===== config.mk =====
export PLATFORM = sky130hd
export DESIGN_NAME = eeprom_rd
export DESIGN_NICKNAME = d
export VERILOG_FILES = /design/src/hw/eeprom_rd_pkg.sv /design/src/hw/sync_edge.sv /design/src/hw/eeprom_rd.sv
export SDC_FILE = /design/constraint.sdc
export NUM_CORES = 1
export LEC_CHECK = 0
export ABC_AREA = 1
export BUFFER_PORTS_ARGS = -buffer_cell sky130_fd_sc_hd__buf_4
export CAP_MARGIN = 20
export CORE_MARGIN = 3
export CORE_UTILIZATION = 62
export DETAILED_ROUTE_END_ITERATION = 10
export PLACE_DENSITY = 0.95
export SKIP_LAST_GASP = 1
export SYNTH_ARGS = -nofsm -noshare
export SYNTH_HDL_FRONTEND = slang
export SYNTH_SLANG_ARGS = --single-unit

===== constraint.sdc =====
create_clock -name clk -period 4.15 [get_ports clk]
set_input_delay 0.415 -clock clk [delete_from_list [all_inputs] [get_ports clk]]
set_output_delay 0.415 -clock clk [all_outputs]
set_load 0.02 [all_outputs]

===== src/hw/eeprom_rd_pkg.sv =====
/*
 * Shared constants for the two-wire EEPROM read-side block.
 * Assumes a system clock far faster than the serial clock.
 */
package eeprom_rd_pkg;
	localparam int ADDR_W = 13;
	localparam int PAGE_W = 5;
	localparam int SER_W = 4;
	localparam logic [3:0] TYPE_ARRAY = 4'hA;
	localparam logic [3:0] TYPE_EXTRA = 4'hB;
	localparam logic [1:0] AREA_PAGE = 2'h0;
	localparam logic [1:0] AREA_LOCK = 2'h1;
	localparam logic [1:0] AREA_SERIAL = 2'h2;
	localparam logic [1:0] AREA_SELECT = 2'h3;
	localparam int AREA_LO_BIT = 10;
	localparam int PROT_SEL_BIT = 15;
	localparam logic [3:0] PROT_PAD = 4'h0;
	localparam logic [4:0] SEL_PAD = 5'h00;
	localparam logic [2:0] BIT_LAST = 3'h7;
	localparam logic [7:0] UNDEF_BYTE = 8'hFF;
	localparam logic [1:0] PHASE_DEV = 2'h0;
	localparam logic [1:0] PHASE_HI = 2'h1;
	localparam logic [1:0] PHASE_LO = 2'h2;
	localparam logic [1:0] PHASE_DATA = 2'h3;
endpackage


===== src/hw/sync_edge.sv =====
/*
 * Two-flop synchroniser for one level from a foreign clock domain.
 * Assumes the source level holds for several destination clocks.
 */
`timescale 1ns/1ns
module sync_edge
(
	input wire logic clk,
	input wire logic reset_n,
	input wire logic clk_en,
	input wire logic async_in,
	output logic sync_out
);
	logic meta_ff;

	// The first flop is read only by the second one.
	always_ff @(posedge clk)
	begin
		if (!reset_n)
		begin
			meta_ff <= 1'b1;
			sync_out <= 1'b1;
		end
		else if (clk_en)
		begin
			meta_ff <= async_in;
			sync_out <= meta_ff;
		end
	end
endmodule


===== src/hw/eeprom_rd.sv =====
/*
 * Read-side command engine of a two-wire serial EEPROM target: device
 * address decode, address pointer, array, extra page, serial number and
 * register readback. Assumes the storage arrays are loaded elsewhere and
 * exposed as read ports; the bus lines are sampled on clk, and the serial
 * clock pin clocks only link-side copies of the drive, which no output uses.
 */
`timescale 1ns/1ns
// Function
// Read starts like write, direction bit one
// After STOP pointer is last address plus one
// Current read: address, ack, byte at pointer
// Pointer wraps from last byte to zero
// Random read: dummy write then repeated start
// Controller ends random read with nack, stop
// Acked read byte increments pointer, sends next
// Sequential read wraps at boundary and continues
// Extra page: type 1011, area zero, offset
// Controller stays within the 32-byte page
// Page write data acked only when unlocked
// Read-only 128-bit serial number, dummy write
// One pointer shared by array and serial
// Serial needs area bits 10, else undefined
// Serial pointer wraps after sixteenth byte
// Controller reads whole serial from its start
// Protection register read when top bit set
// Protection read: upper zero, lower settings
// Repeated protection reads return same value
// Protection unreadable during write cycle
// Select register read: 1011, area 11
// Address byte: type, select code, direction
// Ack only on type and select match
// Busy write cycle: ignore all, no ack
// Protection register uses type 1010
// Drive data open-drain, change after fall
// After nack release data, await stop
module eeprom_rd #(
	parameter int ADDR_W = eeprom_rd_pkg::ADDR_W
)
(
	input wire logic clk,
	input wire logic reset_n,
	input wire logic clk_en,
	input wire logic scl_clk,
	input wire logic sda_in,
	output logic sda_out,
	output logic sda_oe,
	input wire logic [2:0] select_code_bits,
	input wire logic [3:0] soft_write_protect,
	input wire logic page_locked,
	input wire logic write_busy,
	output logic [ADDR_W-1:0] mem_addr,
	input wire logic [7:0] mem_data,
	output logic [eeprom_rd_pkg::PAGE_W-1:0] page_addr,
	input wire logic [7:0] page_data,
	output logic [eeprom_rd_pkg::SER_W-1:0] serial_addr,
	input wire logic [7:0] serial_data,
	output logic [ADDR_W-1:0] pointer,
	output logic reading
);
	typedef enum logic [5:0] {
		ST_IDLE = 6'h01,
		ST_RECV = 6'h02,
		ST_ACK = 6'h04,
		ST_SEND = 6'h08,
		ST_MACK = 6'h10,
		ST_WAIT = 6'h20
	} state_t;

	logic scl_s, sda_s, scl_d_ff, sda_d_ff;
	state_t state_ff;
	logic [2:0] bit_ff;
	logic [7:0] shift_ff;
	logic [1:0] phase_ff;
	logic read_ff;
	logic extra_ff;
	logic ack_ok_ff;
	logic byte_done_ff;
	logic [7:0] addr_hi_ff;
	logic [ADDR_W-1:0] ptr_ff;
	logic [ADDR_W-1:0] sub_ff;
	logic drive_ff;
	logic drive_val_ff;
	logic lk_meta_ff, lk_drive_ff, lk_val_ff;
	logic [7:0] tx_byte;
	logic [7:0] rx_byte;
	logic scl_rise, scl_fall, start_c, stop_c;
	logic [ADDR_W-1:0] nxt_ptr;

	sync_edge u_scl_sync (.clk(clk), .reset_n(reset_n), .clk_en(clk_en),
		.async_in(scl_clk), .sync_out(scl_s));
	sync_edge u_sda_sync (.clk(clk), .reset_n(reset_n), .clk_en(clk_en),
		.async_in(sda_in), .sync_out(sda_s));

	// Edge history on the synchronised copies only.
	always_ff @(posedge clk)
	begin
		if (!reset_n)
		begin
			scl_d_ff <= 1'b1;
			sda_d_ff <= 1'b1;
		end
		else if (clk_en)
		begin
			scl_d_ff <= scl_s;
			sda_d_ff <= sda_s;
		end
	end

	assign scl_rise = scl_s & ~scl_d_ff;
	assign scl_fall = ~scl_s & scl_d_ff;
	assign start_c = scl_s & scl_d_ff & sda_d_ff & ~sda_s;
	assign stop_c = scl_s & scl_d_ff & ~sda_d_ff & sda_s;
	assign rx_byte = {shift_ff[6:0], sda_s};

	// Pointer advance wraps naturally at the top of the array.
	assign nxt_ptr = ptr_ff + {{(ADDR_W-1){1'b0}}, 1'b1};

	// Byte source chosen by the decoded target of the current transfer.
	always_comb
	begin
		tx_byte = mem_data;
		if (extra_ff)
		begin
			case (addr_hi_ff[3:2])
				eeprom_rd_pkg::AREA_PAGE: tx_byte = page_data;
				eeprom_rd_pkg::AREA_SERIAL: tx_byte = serial_data;
				eeprom_rd_pkg::AREA_SELECT: tx_byte = {eeprom_rd_pkg::SEL_PAD,
					select_code_bits};
				default: tx_byte = eeprom_rd_pkg::UNDEF_BYTE;
			endcase
		end
		else if (addr_hi_ff[7])
			tx_byte = {eeprom_rd_pkg::PROT_PAD, soft_write_protect};
	end

	// Protocol sequencer, decoding and acknowledge decisions.
	always_ff @(posedge clk)
	begin
		if (!reset_n)
		begin
			state_ff <= ST_IDLE;
			bit_ff <= 3'h0;
			shift_ff <= 8'h00;
			phase_ff <= eeprom_rd_pkg::PHASE_DEV;
			read_ff <= 1'b0;
			extra_ff <= 1'b0;
			ack_ok_ff <= 1'b0;
			addr_hi_ff <= 8'h00;
			byte_done_ff <= 1'b0;
		end
		else if (clk_en)
		begin
			if (write_busy)
				state_ff <= ST_IDLE;
			else if (start_c)
			begin
				state_ff <= ST_RECV;
				bit_ff <= 3'h0;
				byte_done_ff <= 1'b0;
				phase_ff <= eeprom_rd_pkg::PHASE_DEV;
			end
			else if (stop_c)
				state_ff <= ST_IDLE;
			else
			begin
				case (state_ff)
					ST_RECV:
						if (scl_rise)
						begin
							shift_ff <= rx_byte;
							bit_ff <= bit_ff + 3'h1;
							if (bit_ff == eeprom_rd_pkg::BIT_LAST)
							begin
								byte_done_ff <= 1'b1;
								ack_ok_ff <= 1'b1;
								case (phase_ff)
									eeprom_rd_pkg::PHASE_DEV:
									begin
										read_ff <= rx_byte[0];
										extra_ff <= rx_byte[7:4] == eeprom_rd_pkg::TYPE_EXTRA;
										ack_ok_ff <= rx_byte[3:1] == select_code_bits &&
											(rx_byte[7:4] == eeprom_rd_pkg::TYPE_EXTRA ||
											rx_byte[7:4] == eeprom_rd_pkg::TYPE_ARRAY);
									end
									eeprom_rd_pkg::PHASE_HI: addr_hi_ff <= rx_byte;
									eeprom_rd_pkg::PHASE_DATA:
										ack_ok_ff <= !(extra_ff &&
											addr_hi_ff[3:2] == eeprom_rd_pkg::AREA_PAGE &&
											page_locked);
									default: ;
								endcase
							end
						end
						else if (scl_fall && byte_done_ff)
						begin
							// The acknowledge slot opens only once the clock is low, so the
							// data line never moves while the clock is high.
							state_ff <= ST_ACK;
							byte_done_ff <= 1'b0;
						end
					ST_ACK:
						if (scl_fall && sda_oe)
						begin
							// Enter data output or keep receiving address or write data bytes.
							if (phase_ff == eeprom_rd_pkg::PHASE_DEV && read_ff)
								state_ff <= ST_SEND;
							else
							begin
								state_ff <= ST_RECV;
								if (phase_ff != eeprom_rd_pkg::PHASE_DATA)
									phase_ff <= phase_ff + 2'h1;
							end
							shift_ff <= tx_byte;
							bit_ff <= 3'h0;
						end
						else if (scl_fall)
							state_ff <= ST_WAIT;
					ST_SEND:
						if (scl_fall)
						begin
							shift_ff <= {shift_ff[6:0], 1'b1};
							bit_ff <= bit_ff + 3'h1;
							if (bit_ff == eeprom_rd_pkg::BIT_LAST)
							begin
								state_ff <= ST_MACK;
								ack_ok_ff <= 1'b0;
							end
						end
					ST_MACK:
						if (scl_rise && sda_s)
							state_ff <= ST_WAIT;
						else if (scl_rise)
							ack_ok_ff <= 1'b1;
						else if (scl_fall && ack_ok_ff)
						begin
							// The next byte is loaded on the fall, after the pointer moved.
							state_ff <= ST_SEND;
							shift_ff <= tx_byte;
							bit_ff <= 3'h0;
						end
					ST_WAIT: ;
					ST_IDLE: ;
					default: state_ff <= ST_IDLE;
				endcase
			end
		end
	end

	// Shared pointer: set by address bytes, advanced per byte sent.
	always_ff @(posedge clk)
	begin
		if (!reset_n)
		begin
			ptr_ff <= '0;
			sub_ff <= '0;
		end
		else if (clk_en && !write_busy)
		begin
			if (state_ff == ST_RECV && scl_rise && bit_ff == eeprom_rd_pkg::BIT_LAST &&
				phase_ff == eeprom_rd_pkg::PHASE_LO)
				ptr_ff <= ADDR_W'({addr_hi_ff, rx_byte});
			else if (state_ff == ST_MACK && scl_rise && !sda_s)
				ptr_ff <= nxt_ptr;
			else if (stop_c && state_ff != ST_IDLE && sub_ff == ptr_ff)
				ptr_ff <= nxt_ptr;
			if (state_ff == ST_MACK && scl_rise)
				sub_ff <= ptr_ff;
		end
	end

	// Data line drive, computed on clk and handed to the link domain.
	always_ff @(posedge clk)
	begin
		if (!reset_n)
		begin
			drive_ff <= 1'b0;
			drive_val_ff <= 1'b1;
		end
		else if (clk_en)
		begin
			drive_ff <= (state_ff == ST_ACK && ack_ok_ff && !write_busy) ||
				(state_ff == ST_SEND && !shift_ff[7]);
			drive_val_ff <= 1'b0;
		end
	end

	// Link side: drive copies retimed on the falling serial clock, read by no output.
	always_ff @(negedge scl_clk)
	begin
		lk_meta_ff <= drive_ff;
		lk_drive_ff <= lk_meta_ff;
		lk_val_ff <= drive_val_ff;
	end

	// Outputs from flops in the main domain keep reset values defined.
	always_ff @(posedge clk)
	begin
		if (!reset_n)
		begin
			sda_oe <= 1'b0;
			sda_out <= 1'b1;
			pointer <= '0;
			reading <= 1'b0;
			mem_addr <= '0;
			page_addr <= '0;
			serial_addr <= '0;
		end
		else if (clk_en)
		begin
			sda_oe <= drive_ff & ~write_busy;
			sda_out <= 1'b0;
			pointer <= ptr_ff;
			reading <= state_ff == ST_SEND || state_ff == ST_MACK;
			mem_addr <= ptr_ff;
			page_addr <= ptr_ff[eeprom_rd_pkg::PAGE_W-1:0];
			serial_addr <= ptr_ff[eeprom_rd_pkg::SER_W-1:0];
		end
	end

	chk_busy_no_ack: assert property (@(posedge clk) disable iff (!reset_n)
		$past(write_busy) && write_busy |-> !sda_oe)
		else $error("data driven during write cycle");
	chk_nack_release: assert property (@(posedge clk) disable iff (!reset_n)
		state_ff == ST_WAIT |=> ##1 !sda_oe)
		else $error("data held after nack");
	chk_ptr_advance: assert property (@(posedge clk) disable iff (!reset_n)
		clk_en && !write_busy && !start_c && !stop_c && state_ff == ST_MACK && scl_rise && !sda_s
		|=> ptr_ff == $past(nxt_ptr))
		else $error("pointer not advanced on ack");
	chk_nomatch_quiet: assert property (@(posedge clk) disable iff (!reset_n)
		state_ff == ST_ACK && !ack_ok_ff |=> !drive_ff)
		else $error("ack on mismatched address");
	chk_mack_release: assert property (@(posedge clk) disable iff (!reset_n)
		state_ff == ST_MACK |=> !drive_ff)
		else $error("data held in controller acknowledge");
	chk_ack_window: assert property (@(posedge clk) disable iff (!reset_n)
		state_ff == ST_RECV && !byte_done_ff && !start_c |=> state_ff != ST_ACK)
		else $error("acknowledge slot opened early");
	chk_prot_upper: assert property (@(posedge clk) disable iff (!reset_n)
		!extra_ff && addr_hi_ff[7] |-> tx_byte[7:4] == 4'h0)
		else $error("protection upper bits not zero");
	chk_select_read: assert property (@(posedge clk) disable iff (!reset_n)
		extra_ff && addr_hi_ff[3:2] == 2'h3 |-> tx_byte[2:0] == select_code_bits)
		else $error("select readback wrong");
	chk_send_gate: assert property (@(posedge clk) disable iff (!reset_n)
		state_ff == ST_RECV |=> !drive_ff || $past(state_ff) != ST_RECV)
		else $error("drive while receiving");
	chk_read_enter: assert property (@(posedge clk) disable iff (!reset_n)
		clk_en && !write_busy && !start_c && !stop_c && state_ff == ST_ACK && scl_fall
		&& sda_oe && phase_ff == 2'h0 && read_ff |=> state_ff == ST_SEND)
		else $error("read not entered");
endmodule


==> results list, run 1 <==
* Result of the run: finished, final reports clean
- Buffers inserted to repair hold after CTS numbered 0.
* Clock latency on the worst-skew pair: 0.37 ns
* Total inserted antenna cells: 0
- Combined global-route utilization of all metal layers: 0.2979
- The longest clock path from root to sink contains 2 buffers.
- Across the routed clock network, the largest skew measured is 0.01418 ns.
- For this design the top-level I/O count stands at 76.
- After synthesis, the share of flip-flops with an asynchronous set or reset is 0.
- RePlAce Congestion: 0.9345
- Wire length per cell: 14.23 µm
* Via Count: 5209
* Portion of netlist area occupied by mux cells: 0
- For this run, design rule violations remaining after detail routing come to 0.
- Share of cells above drive strength 1: 0.1706
- The number of global-route vias before repair is 4693.
- Detailed placement finished with a half-perimeter wire length of 9536 µm.
- For this design, the slowest cell found on the critical path is nand3_1.
* Flip-flop and latch count after synthesis: 78
- For the pin with the worst max-slew slack, the measured transition is 0.8507 ns.
- Max-slew headroom at the worst pin: 0.4313
- Buffers placed on the I/O ports in this run total 75.
- TritonCTS buffer count: 9
- Mean Syn Cell Area: 6.352 µm²
* Final-stage net count: 855
- Entering global routing, the biggest net connects 72 pins.
* Relative area change from synthesis to final layout: 12.35%
- After the first detailed-routing iteration, the DRC count stood at 489.
- In the synthesized netlist the dominant register cell turns out to be dfxtp_1.
- The critical path starts at state_ff[2].
- Number of distinct library cell variants in the gate-level netlist after synthesis: 41
- The analysis attributes to cell leakage a power of 2.551 nW.
* Most frequent standard cell in the layout excluding fill and tap cells: nand2_1
* Number of levels the H-tree was split into: 3
- Setup repair after global routing left no endpoint under its margin.
* Top post-synthesis cells by area: dfxtp_1, nand2_1, nor2_1
- Crit Reg-Reg Startpoint: state_ff[2]
- The cell that appears most often on the critical path is nor2_2.
- Number of fill cells in the layout: 592
* Total Neg Setup Slack: 0 ns
* Number of search-and-repair iterations in the first detailed-routing pass: 6
- Worst hold path cell count: 3
- Required time at the endpoint of the critical path: 4.38 ns
* Largest stage delay on the critical path: 0.66 ns
- Cell accounting for the most synthesized area: dfxtp_1
- Of the total synthesized cell area, the portion taken by XOR and XNOR cells is 0.008965.
* Number of core rows: 31
- Synth top area share: 0.3197
- Startpoint type of the worst setup path: register
- In this run the power density over the cells is 298.4 nW/µm².
- Starting Density: 0.6559
* Count of cells along the worst register-to-register path: 6
- Synthesis Warnings: 0
- From left edge to right edge, the die measures 94.76 µm.
- Worst min path class: in2reg
- Clock sink count: 78
- The count of final max-slew check failures came to 0.
- The critical path in this run is classified as reg2reg.
- Dominant combinational cell family by area after synthesis: simple AND/OR/NAND/NOR gates
* Share of the cycle needed by the critical path after routing: 0.5427
- In the routed layout, each cell is associated on average with a via count of 5.699.
- After floorplanning, the core was sized to cover 7447 µm².
* Die outline height: 94.76 µm
- TritonCTS built the clock tree.
- Hold path start: scl_clk
- Count of buffers added by post-CTS timing repair for setup: 0
* Peak ir drop on the vdd network: 0.2313 mV
* EDFF count, synth: 0
* Post-synthesis simple-gate area fraction: 0.3745
- After layout, the minimum clock period comes to 2.252 ns.
* Total of endpoints with negative setup slack in the final report: 0
- Initial antenna violation count: 0
- Arr. time, crit path: 2.48 ns
* Type of element capturing the critical path: register
- Setup slack on the critical path of the routed design comes to 1.898 ns.
- Traced cell by cell, the critical path runs through nor2_2 > nand2_1 > nor2_2 > nand3_1 > o21ai_0 > a21oi_1.
- Maximum Capacitance Violations: 0
- The root buffer cell chosen for the clock tree is clkbuf_8.
* Final ANT Viol Nets: 0
- After detailed routing, the total wire length is 13010 µm.
- The cell count after synthesis came out at 769.
* Full die area: 8979 µm²
- Netlist Area Pre-Place: 4885 µm²
* Synth Area in Adders: 0.01793
* CTS resizes: 0
* Highest-count cells in the layout ignoring fill and taps: nand2_1, nor2_1, dfxtp_1, buf_4, inv_1
- Synthesized net count: 814
- Wire length of the first global-routing pass: 21360 µm
* Share of the yosys chip area belonging to registers: 0.3197
- Placement Setup Slack: 1.604 ns
- Based on the critical path, the design can be clocked at up to 0.4440 GHz.
- CTS clk-pin slew, worst paths: 0.09 ns
- Largest driver fanout on the critical path: 26
* Overflow after GRT: 0
- The number of endpoints with negative hold slack in the final report came to 0.
* Area fraction in compound gates after synthesis: 0.1586
==> synth_stat cells (2+ instances only) <==
master      n
nand2_1   192
nor2_1     93
dfxtp_1    78
inv_1      73
o21ai_0    68
a21oi_1    57
nand3_1    54
buf_4      23
clkbuf_1   16
nand4_1    14
nand2_2     9
nor3_1      9
o21ai_1     9
inv_2       8
nor2_2      8
ha_1        7
nand3_2     7
buf_2       5
nor2_4      5
clkinv_1    3
nand2_4     3
o211ai_1    3
xor2_1      3
nor2_8      2
o22ai_1     2
or2_2       2
xnor2_1     2
==> worst max-delay path: cells and delay by family (launching register included) <==
kind	cells	cell delay (ns)
DFF	1	0.34
AOI/OAI and AO/OA	2	0.51
and+or+nand+nor	4	1.25
==> path summary, 6_finish.rpt <==
path / slack, ns / to
min: 0.26 / u_scl_sync.meta_ff
max: 1.90 / sub_ff[5]
min reg2reg: 0.46 / addr_hi_ff[1]
max reg2reg: 1.90 / sub_ff[5]
==> flip-flops by register name (all words and copies together) (netlist names), 2 cells and up <==
signal and count:
shift_ff 8, page_addr 4, bit_ff 3, ptr_ff 13, sub_ff 13, pointer 9, state_ff 6, addr_hi_ff 6
phase_ff 2
==> layer usage <==
| layer | GRT usage | wire (µm) | vias up |
|---|---|---|---|
| met3 | 0.07012 | 1319 | 26 |
| met2 | 0.4974 | 6156 | 298 |
| li1 | - | - | 2551 |
| met1 | 0.3761 | 5308 | 2334 |
| met4 | 0.1022 | 225 | 0 |
| met5 | 0 | 0 | - |
==> area by class of cell <==
class	count	area, µm²	area share
clock buffer	9	123.9	0.02257
clock inverter	7	57.56	0.01049
inverter	84	315.3	0.05746
multi-input combinational	561	2735	0.4984
sequential	78	1562	0.2845
tap	99	123.9	0.02257
timing repair buffer	76	570.5	0.1040
==> logic make-up (layout without fill, tap and decap cells) <==
kind of cell / count (synthesis) / in the layout
and+or+nand+nor: 402 / 402
DFF: 78 / 78
adders and majority gates: 7 / 7
xor gates and xnor gates: 5 / 5
buffers and inverters: 130 / 176
AOI/OAI and AO/OA: 147 / 147
==> stage by stage <==
| step | cell area [µm²] | utilization | cells | hold WS [ns] | total power [mW] |
|---|---|---|---|---|---|
| after floorplan | 4885 | - | 769 | 0.4205 | 1.019 |
| after global placement | 5306 | 0.7125 | 898 | 0.4338 | 1.092 |
| after CTS | 5488 | 0.7369 | 914 | 0.2626 | 1.633 |
| after global routing | 5488 | 0.7369 | 914 | 0.2767 | 1.699 |
| final | 5488 | 0.7369 | 914 | 0.2633 | 1.638 |
| after detailed placement | 5306 | 0.7125 | 898 | 0.4393 | 1.103 |
==> report_power, final <==
part           leakage [nW]  internal [mW]  switching [mW]  total [mW]
sequential            0.634          0.772          0.0270       0.799
clock                0.0881          0.225           0.321       0.546
combinational          1.83          0.110           0.183       0.293
total                  2.55           1.11           0.530        1.64
No activity file was read; power rests on OpenSTA's default activity.
==> run 2, diff against run 1 <==
--- a/config.mk
+++ b/config.mk
@@ -5,13 +5,13 @@
 export SDC_FILE = /design/constraint.sdc
 export NUM_CORES = 1
 export LEC_CHECK = 0
-export ABC_AREA = 1
+export ABC_AREA = 0
 export BUFFER_PORTS_ARGS = -buffer_cell sky130_fd_sc_hd__buf_4
 export CAP_MARGIN = 20
 export CORE_MARGIN = 3
-export CORE_UTILIZATION = 62
+export CORE_UTILIZATION = 51
 export DETAILED_ROUTE_END_ITERATION = 10
-export PLACE_DENSITY = 0.95
+export PLACE_DENSITY = 0.87
 export SKIP_LAST_GASP = 1
 export SYNTH_ARGS = -nofsm -noshare
 export SYNTH_HDL_FRONTEND = slang
==> constraint.sdc (replaced) <==
create_clock -name clk -period 1.8 [get_ports clk]
set_input_delay 0.18 -clock clk [delete_from_list [all_inputs] [get_ports clk]]
set_output_delay 0.18 -clock clk [all_outputs]
set_load 0.02 [all_outputs]
==> results list, run 2 <==
* Share of the cycle needed by the critical path after routing: 1.251
* Power density over the cells: 515.0 nW/µm²
- At the end of routability-driven placement, the weighted congestion stood at 0.9890.
- The checks that failed: negative setup slack.
- In the final design database the tool counted 763 nets.
- Net switching power figure: 0.8853 mW
* Required time at the endpoint of the critical path: 2.03 ns
* Share of the core filled with cells in the final layout: 0.7573
- The number of endpoints with negative hold slack in the final report came to 0.
- Overflow after GRT: 0
- Of the total power, the clock network draws 0.405.
- Full die area: 10280 µm²
- Most frequent standard cell in the layout excluding fill and tap cells: buf_4
- The setup path with the least slack is of type reg2reg.
* Max-slew headroom at the worst pin: 0.6880
- The first TritonRoute pass finished after 6 iterations.
- For this run, the total global-route usage over all layers was measured as 0.2970.
* Largest driver fanout on the critical path: 7
- The floorplan has 34 rows.
- Sequential share of power: 0.508
* Relative area change from synthesis to final layout: 43.04%
- Most frequently used cell type in the post-synthesis netlist: dfxtp_1
* Wire length per cell: 20.39 µm
* Final Cell Area: 6636 µm²
* Area fraction in compound gates after synthesis: 0.1605
* Switching part of the total power: 0.2590
- Achievable clock frequency: 0.4440 GHz
* Maximum count of clock buffers along a single path: 2
- The detail route stage leaves a number of antenna-violating nets equal to 0.
- Standard cell with the maximum stage delay on the critical path: or4_4
- In this run the clock root is driven by a clkbuf_8.
- Hold path start: scl_clk
- At the pin with the least slew margin, the transition time is 0.4637 ns.
- Clock sink count: 78
- Kind of cell adding the most delay to the critical path: simple AND/OR/NAND/NOR gates
- The flow ran to the end, but the final reports show violations.
* I/O Buffers: 75
- The share of synthesized area in the top cell type comes to 0.3366.
* Total Neg Setup Slack: -10.33 ns
* Synthesized net count: 615
- Count of cells along the worst register-to-register path: 9
* Largest stage delay on the critical path: 0.56 ns
- Setup repair after global routing missed its margin: true
- Number of distinct library cell variants in the gate-level netlist after synthesis: 61
* Regs by FF count: ptr_ff: 13 flops, sub_ff: 13 flops, pointer: 9 flops
- In the final layout, the share of cells above drive strength 1 is 0.4246.
- Chip width: 101.4 µm
- Highest-count cells in the layout ignoring fill and taps: buf_4, dfxtp_1, nor2_1, nand2_1, mux2i_1
- Via Count: 5247
- Number of levels the H-tree was split into: 3
- Slack of the worst reg-to-reg path: -0.45 ns
* Starting Density: 0.5294
* Number of cells in the design after placement: 797
- Wire length of the first global-routing pass: 23980 µm
- For the worst-skew pair, the clock arrives at the later sink with an insertion delay of 0.36 ns.
- The startpoint identified for the worst register-to-register timing path is state_ff[4].
- The number of global-route vias before repair is 4873.
- On the final layout, the worst hold slack is 0.05357 ns.
- Static leakage: 3.025 nW
- Total inserted antenna cells: 0
- 76 I/O pins were placed.
- Mean Syn Cell Area: 8.139 µm²
* Share of the yosys chip area belonging to registers: 0.3366
* Die outline height: 101.4 µm
- In the routed design, unresolved DRC markers number 0.
- Syn Inst Count: 570
* Worst min path class: in2reg
- WHS Endpoint: u_scl_sync.meta_ff
* TritonCTS buffer count: 9
* Flip-flop and latch count after synthesis: 78
- Of the total synthesized cell area, the portion taken by XOR and XNOR cells is 0.03587.
- Cell internal power dissipation: 2.532 mW
- Ranked by instance count, the synthesized netlist is headed by dfxtp_1, nor2_1, nand2_1, mux2i_1, clkbuf_1.
- Number of design-rule violations left by the first detailed-router iteration: 587
- Entering global routing, the biggest net connects 37 pins.
* Number of cells in the finished layout apart from fillers: 831
- After synthesis, the largest family of logic cells by area is simple AND/OR/NAND/NOR gates.
- Summed over all instances, the cell type with the most area after synthesis is dfxtp_1.
- HPWL Detailed: 10690 µm
- Chain of cells forming the critical path: or4_4 > buf_4 > buf_6 > nor4_2 > buf_4 > buf_6 > nor3_1 > a31oi_1 > o32ai_2
- Counting flops with a built-in enable in the synthesized netlist gives 0.
- Maximum clock skew at final layout: 0.01126 ns
* CTS tree: built
- The initial antenna violation count came to 0.
- Total of endpoints with negative setup slack in the final report: 46
- The critical path contains buffers and inverters numbering 4 combined.
* Arr. time, crit path: 2.48 ns
* Portion of netlist area occupied by mux cells: 0.1270
- CTS clk-pin slew, worst paths: 0.09 ns
* Drt via density: 6.314
- By area the synthesized netlist is led by dfxtp_1, mux2i_1, nor2_1.
* Netlist Area Pre-Place: 4639 µm²
- Pins Over Slew Limit: 0
- Synth Area in Adders: 0.01888
* Peak ir drop on the vdd network: 0.3503 mV
- Post-placement cell area: 5874 µm²
* Combinational fraction of design power: 0.087
- STA classifies the critical path endpoint as a register.
- Counting I/O delays and the setup requirement, the final critical path takes 2.252 ns.
* Async set-or-reset flop fraction in the synthesized netlist: 0
* Post-synthesis simple-gate area fraction: 0.2365
- The most used flip-flop cell after synthesis is dfxtp_1.
- STA classifies the critical path startpoint as a register.
- Synthesis Warnings: 0
* Worst hold path cell count: 3
- Max-cap violations in this run came to 0.
* Min setup slack post-route: -0.4524 ns
- The routed design has 16940 µm of wire.
- In this run the standard cell core region covers 8763 µm².
- Worst reg2reg endpoint: ptr_ff[12]
run 2: changes by cell type in the layout (fill, tap and decap cells not counted), moves of 8 or more:
cell,previous run,this run
dfxtp_1,78,67
o21ai_0,68,19
a21oi_1,57,17
xor2_1,3,18
inv_2,8,0
nand3_1,54,14
buf_4,76,186
mux2i_1,0,50
nand2_1,192,50
buf_6,0,17
nor2_1,93,59
inv_1,73,7
run 2: logic make-up after synthesis:
group,count (synthesis)
and+or+nand+nor,220
buffers and inverters,75
DFF,78
muxes,58
AOI/OAI and AO/OA,113
adders and majority gates,7
xor gates and xnor gates,19
run 2: layer usage:
metal  vias to the layer above  global-route usage  wire length, µm
met1                      2483              0.3735             6500
met2                       351              0.4960             8090
met3                        99             0.05647             1471
met5                         -                   0                0
met4                         0              0.1288              879
li1                       2314                   -                -
run 2: layout make-up:
cell class / count / area (µm²)
clock buffer: 9 / 123.9
clock inverter: 7 / 77.57
fill: 537 / 2127
inverter: 7 / 26.28
multi-input combinational: 417 / 3053
sequential: 78 / 1585
tap: 108 / 135.1
timing repair buffer: 205 / 1635
run 2: power by group through the flow:
stage / Clock, mW / Combinational (mW) / Sequential [mW]
finish: 1.38 / 0.297 / 1.74
global route: 1.46 / 0.312 / 1.74
CTS: 1.37 / 0.279 / 1.74
detailed placement: 0 / 0.263 / 1.78
global placement: 0 / 0.256 / 1.78
floorplan: 0 / 0.121 / 1.78
run 2: worst register-to-register path, delay by kind of cell, from the launching register on:
family / cells / cell delay, ns
and+or+nand+nor: 3 / 0.82
buffers and inverters: 4 / 0.63
DFF: 1 / 0.35
AOI/OAI and AO/OA: 2 / 0.33
run 2: per-stage QoR:
step           setup slack, ns  total power [mW]
4_1_cts                -0.2798             3.390
6_report               -0.4524             3.418
2_1_floorplan          -0.3997             1.904
3_3_place_gp           -0.3654             2.037
5_1_grt                -0.5774             3.509
3_5_place_dp           -0.3824             2.044
run 2: worst max path at each step:
stage | start | end | depth (start not counted)
5_1_grt | state_ff[4] | ptr_ff[3] | 10
6_report | state_ff[4] | ptr_ff[12] | 9
2_1_floorplan | state_ff[0] | shift_ff[4] | 9
4_1_cts | state_ff[4] | shift_ff[7] | 6
3_5_place_dp | scl_d_ff | ptr_ff[12] | 6
3_3_place_gp | state_ff[4] | ptr_ff[7] | 7
run 2: what timing repair did:
action / CTS / global route
setup buffers: 12 / 8
gates cloned: 1 / 0
gates resized for setup: 52 / 58
setup endpoints to repair: 44 / 55
hold buffers: 0 / 0
hold endpoints to repair: 0 / 0
pin swaps: 18 / 42
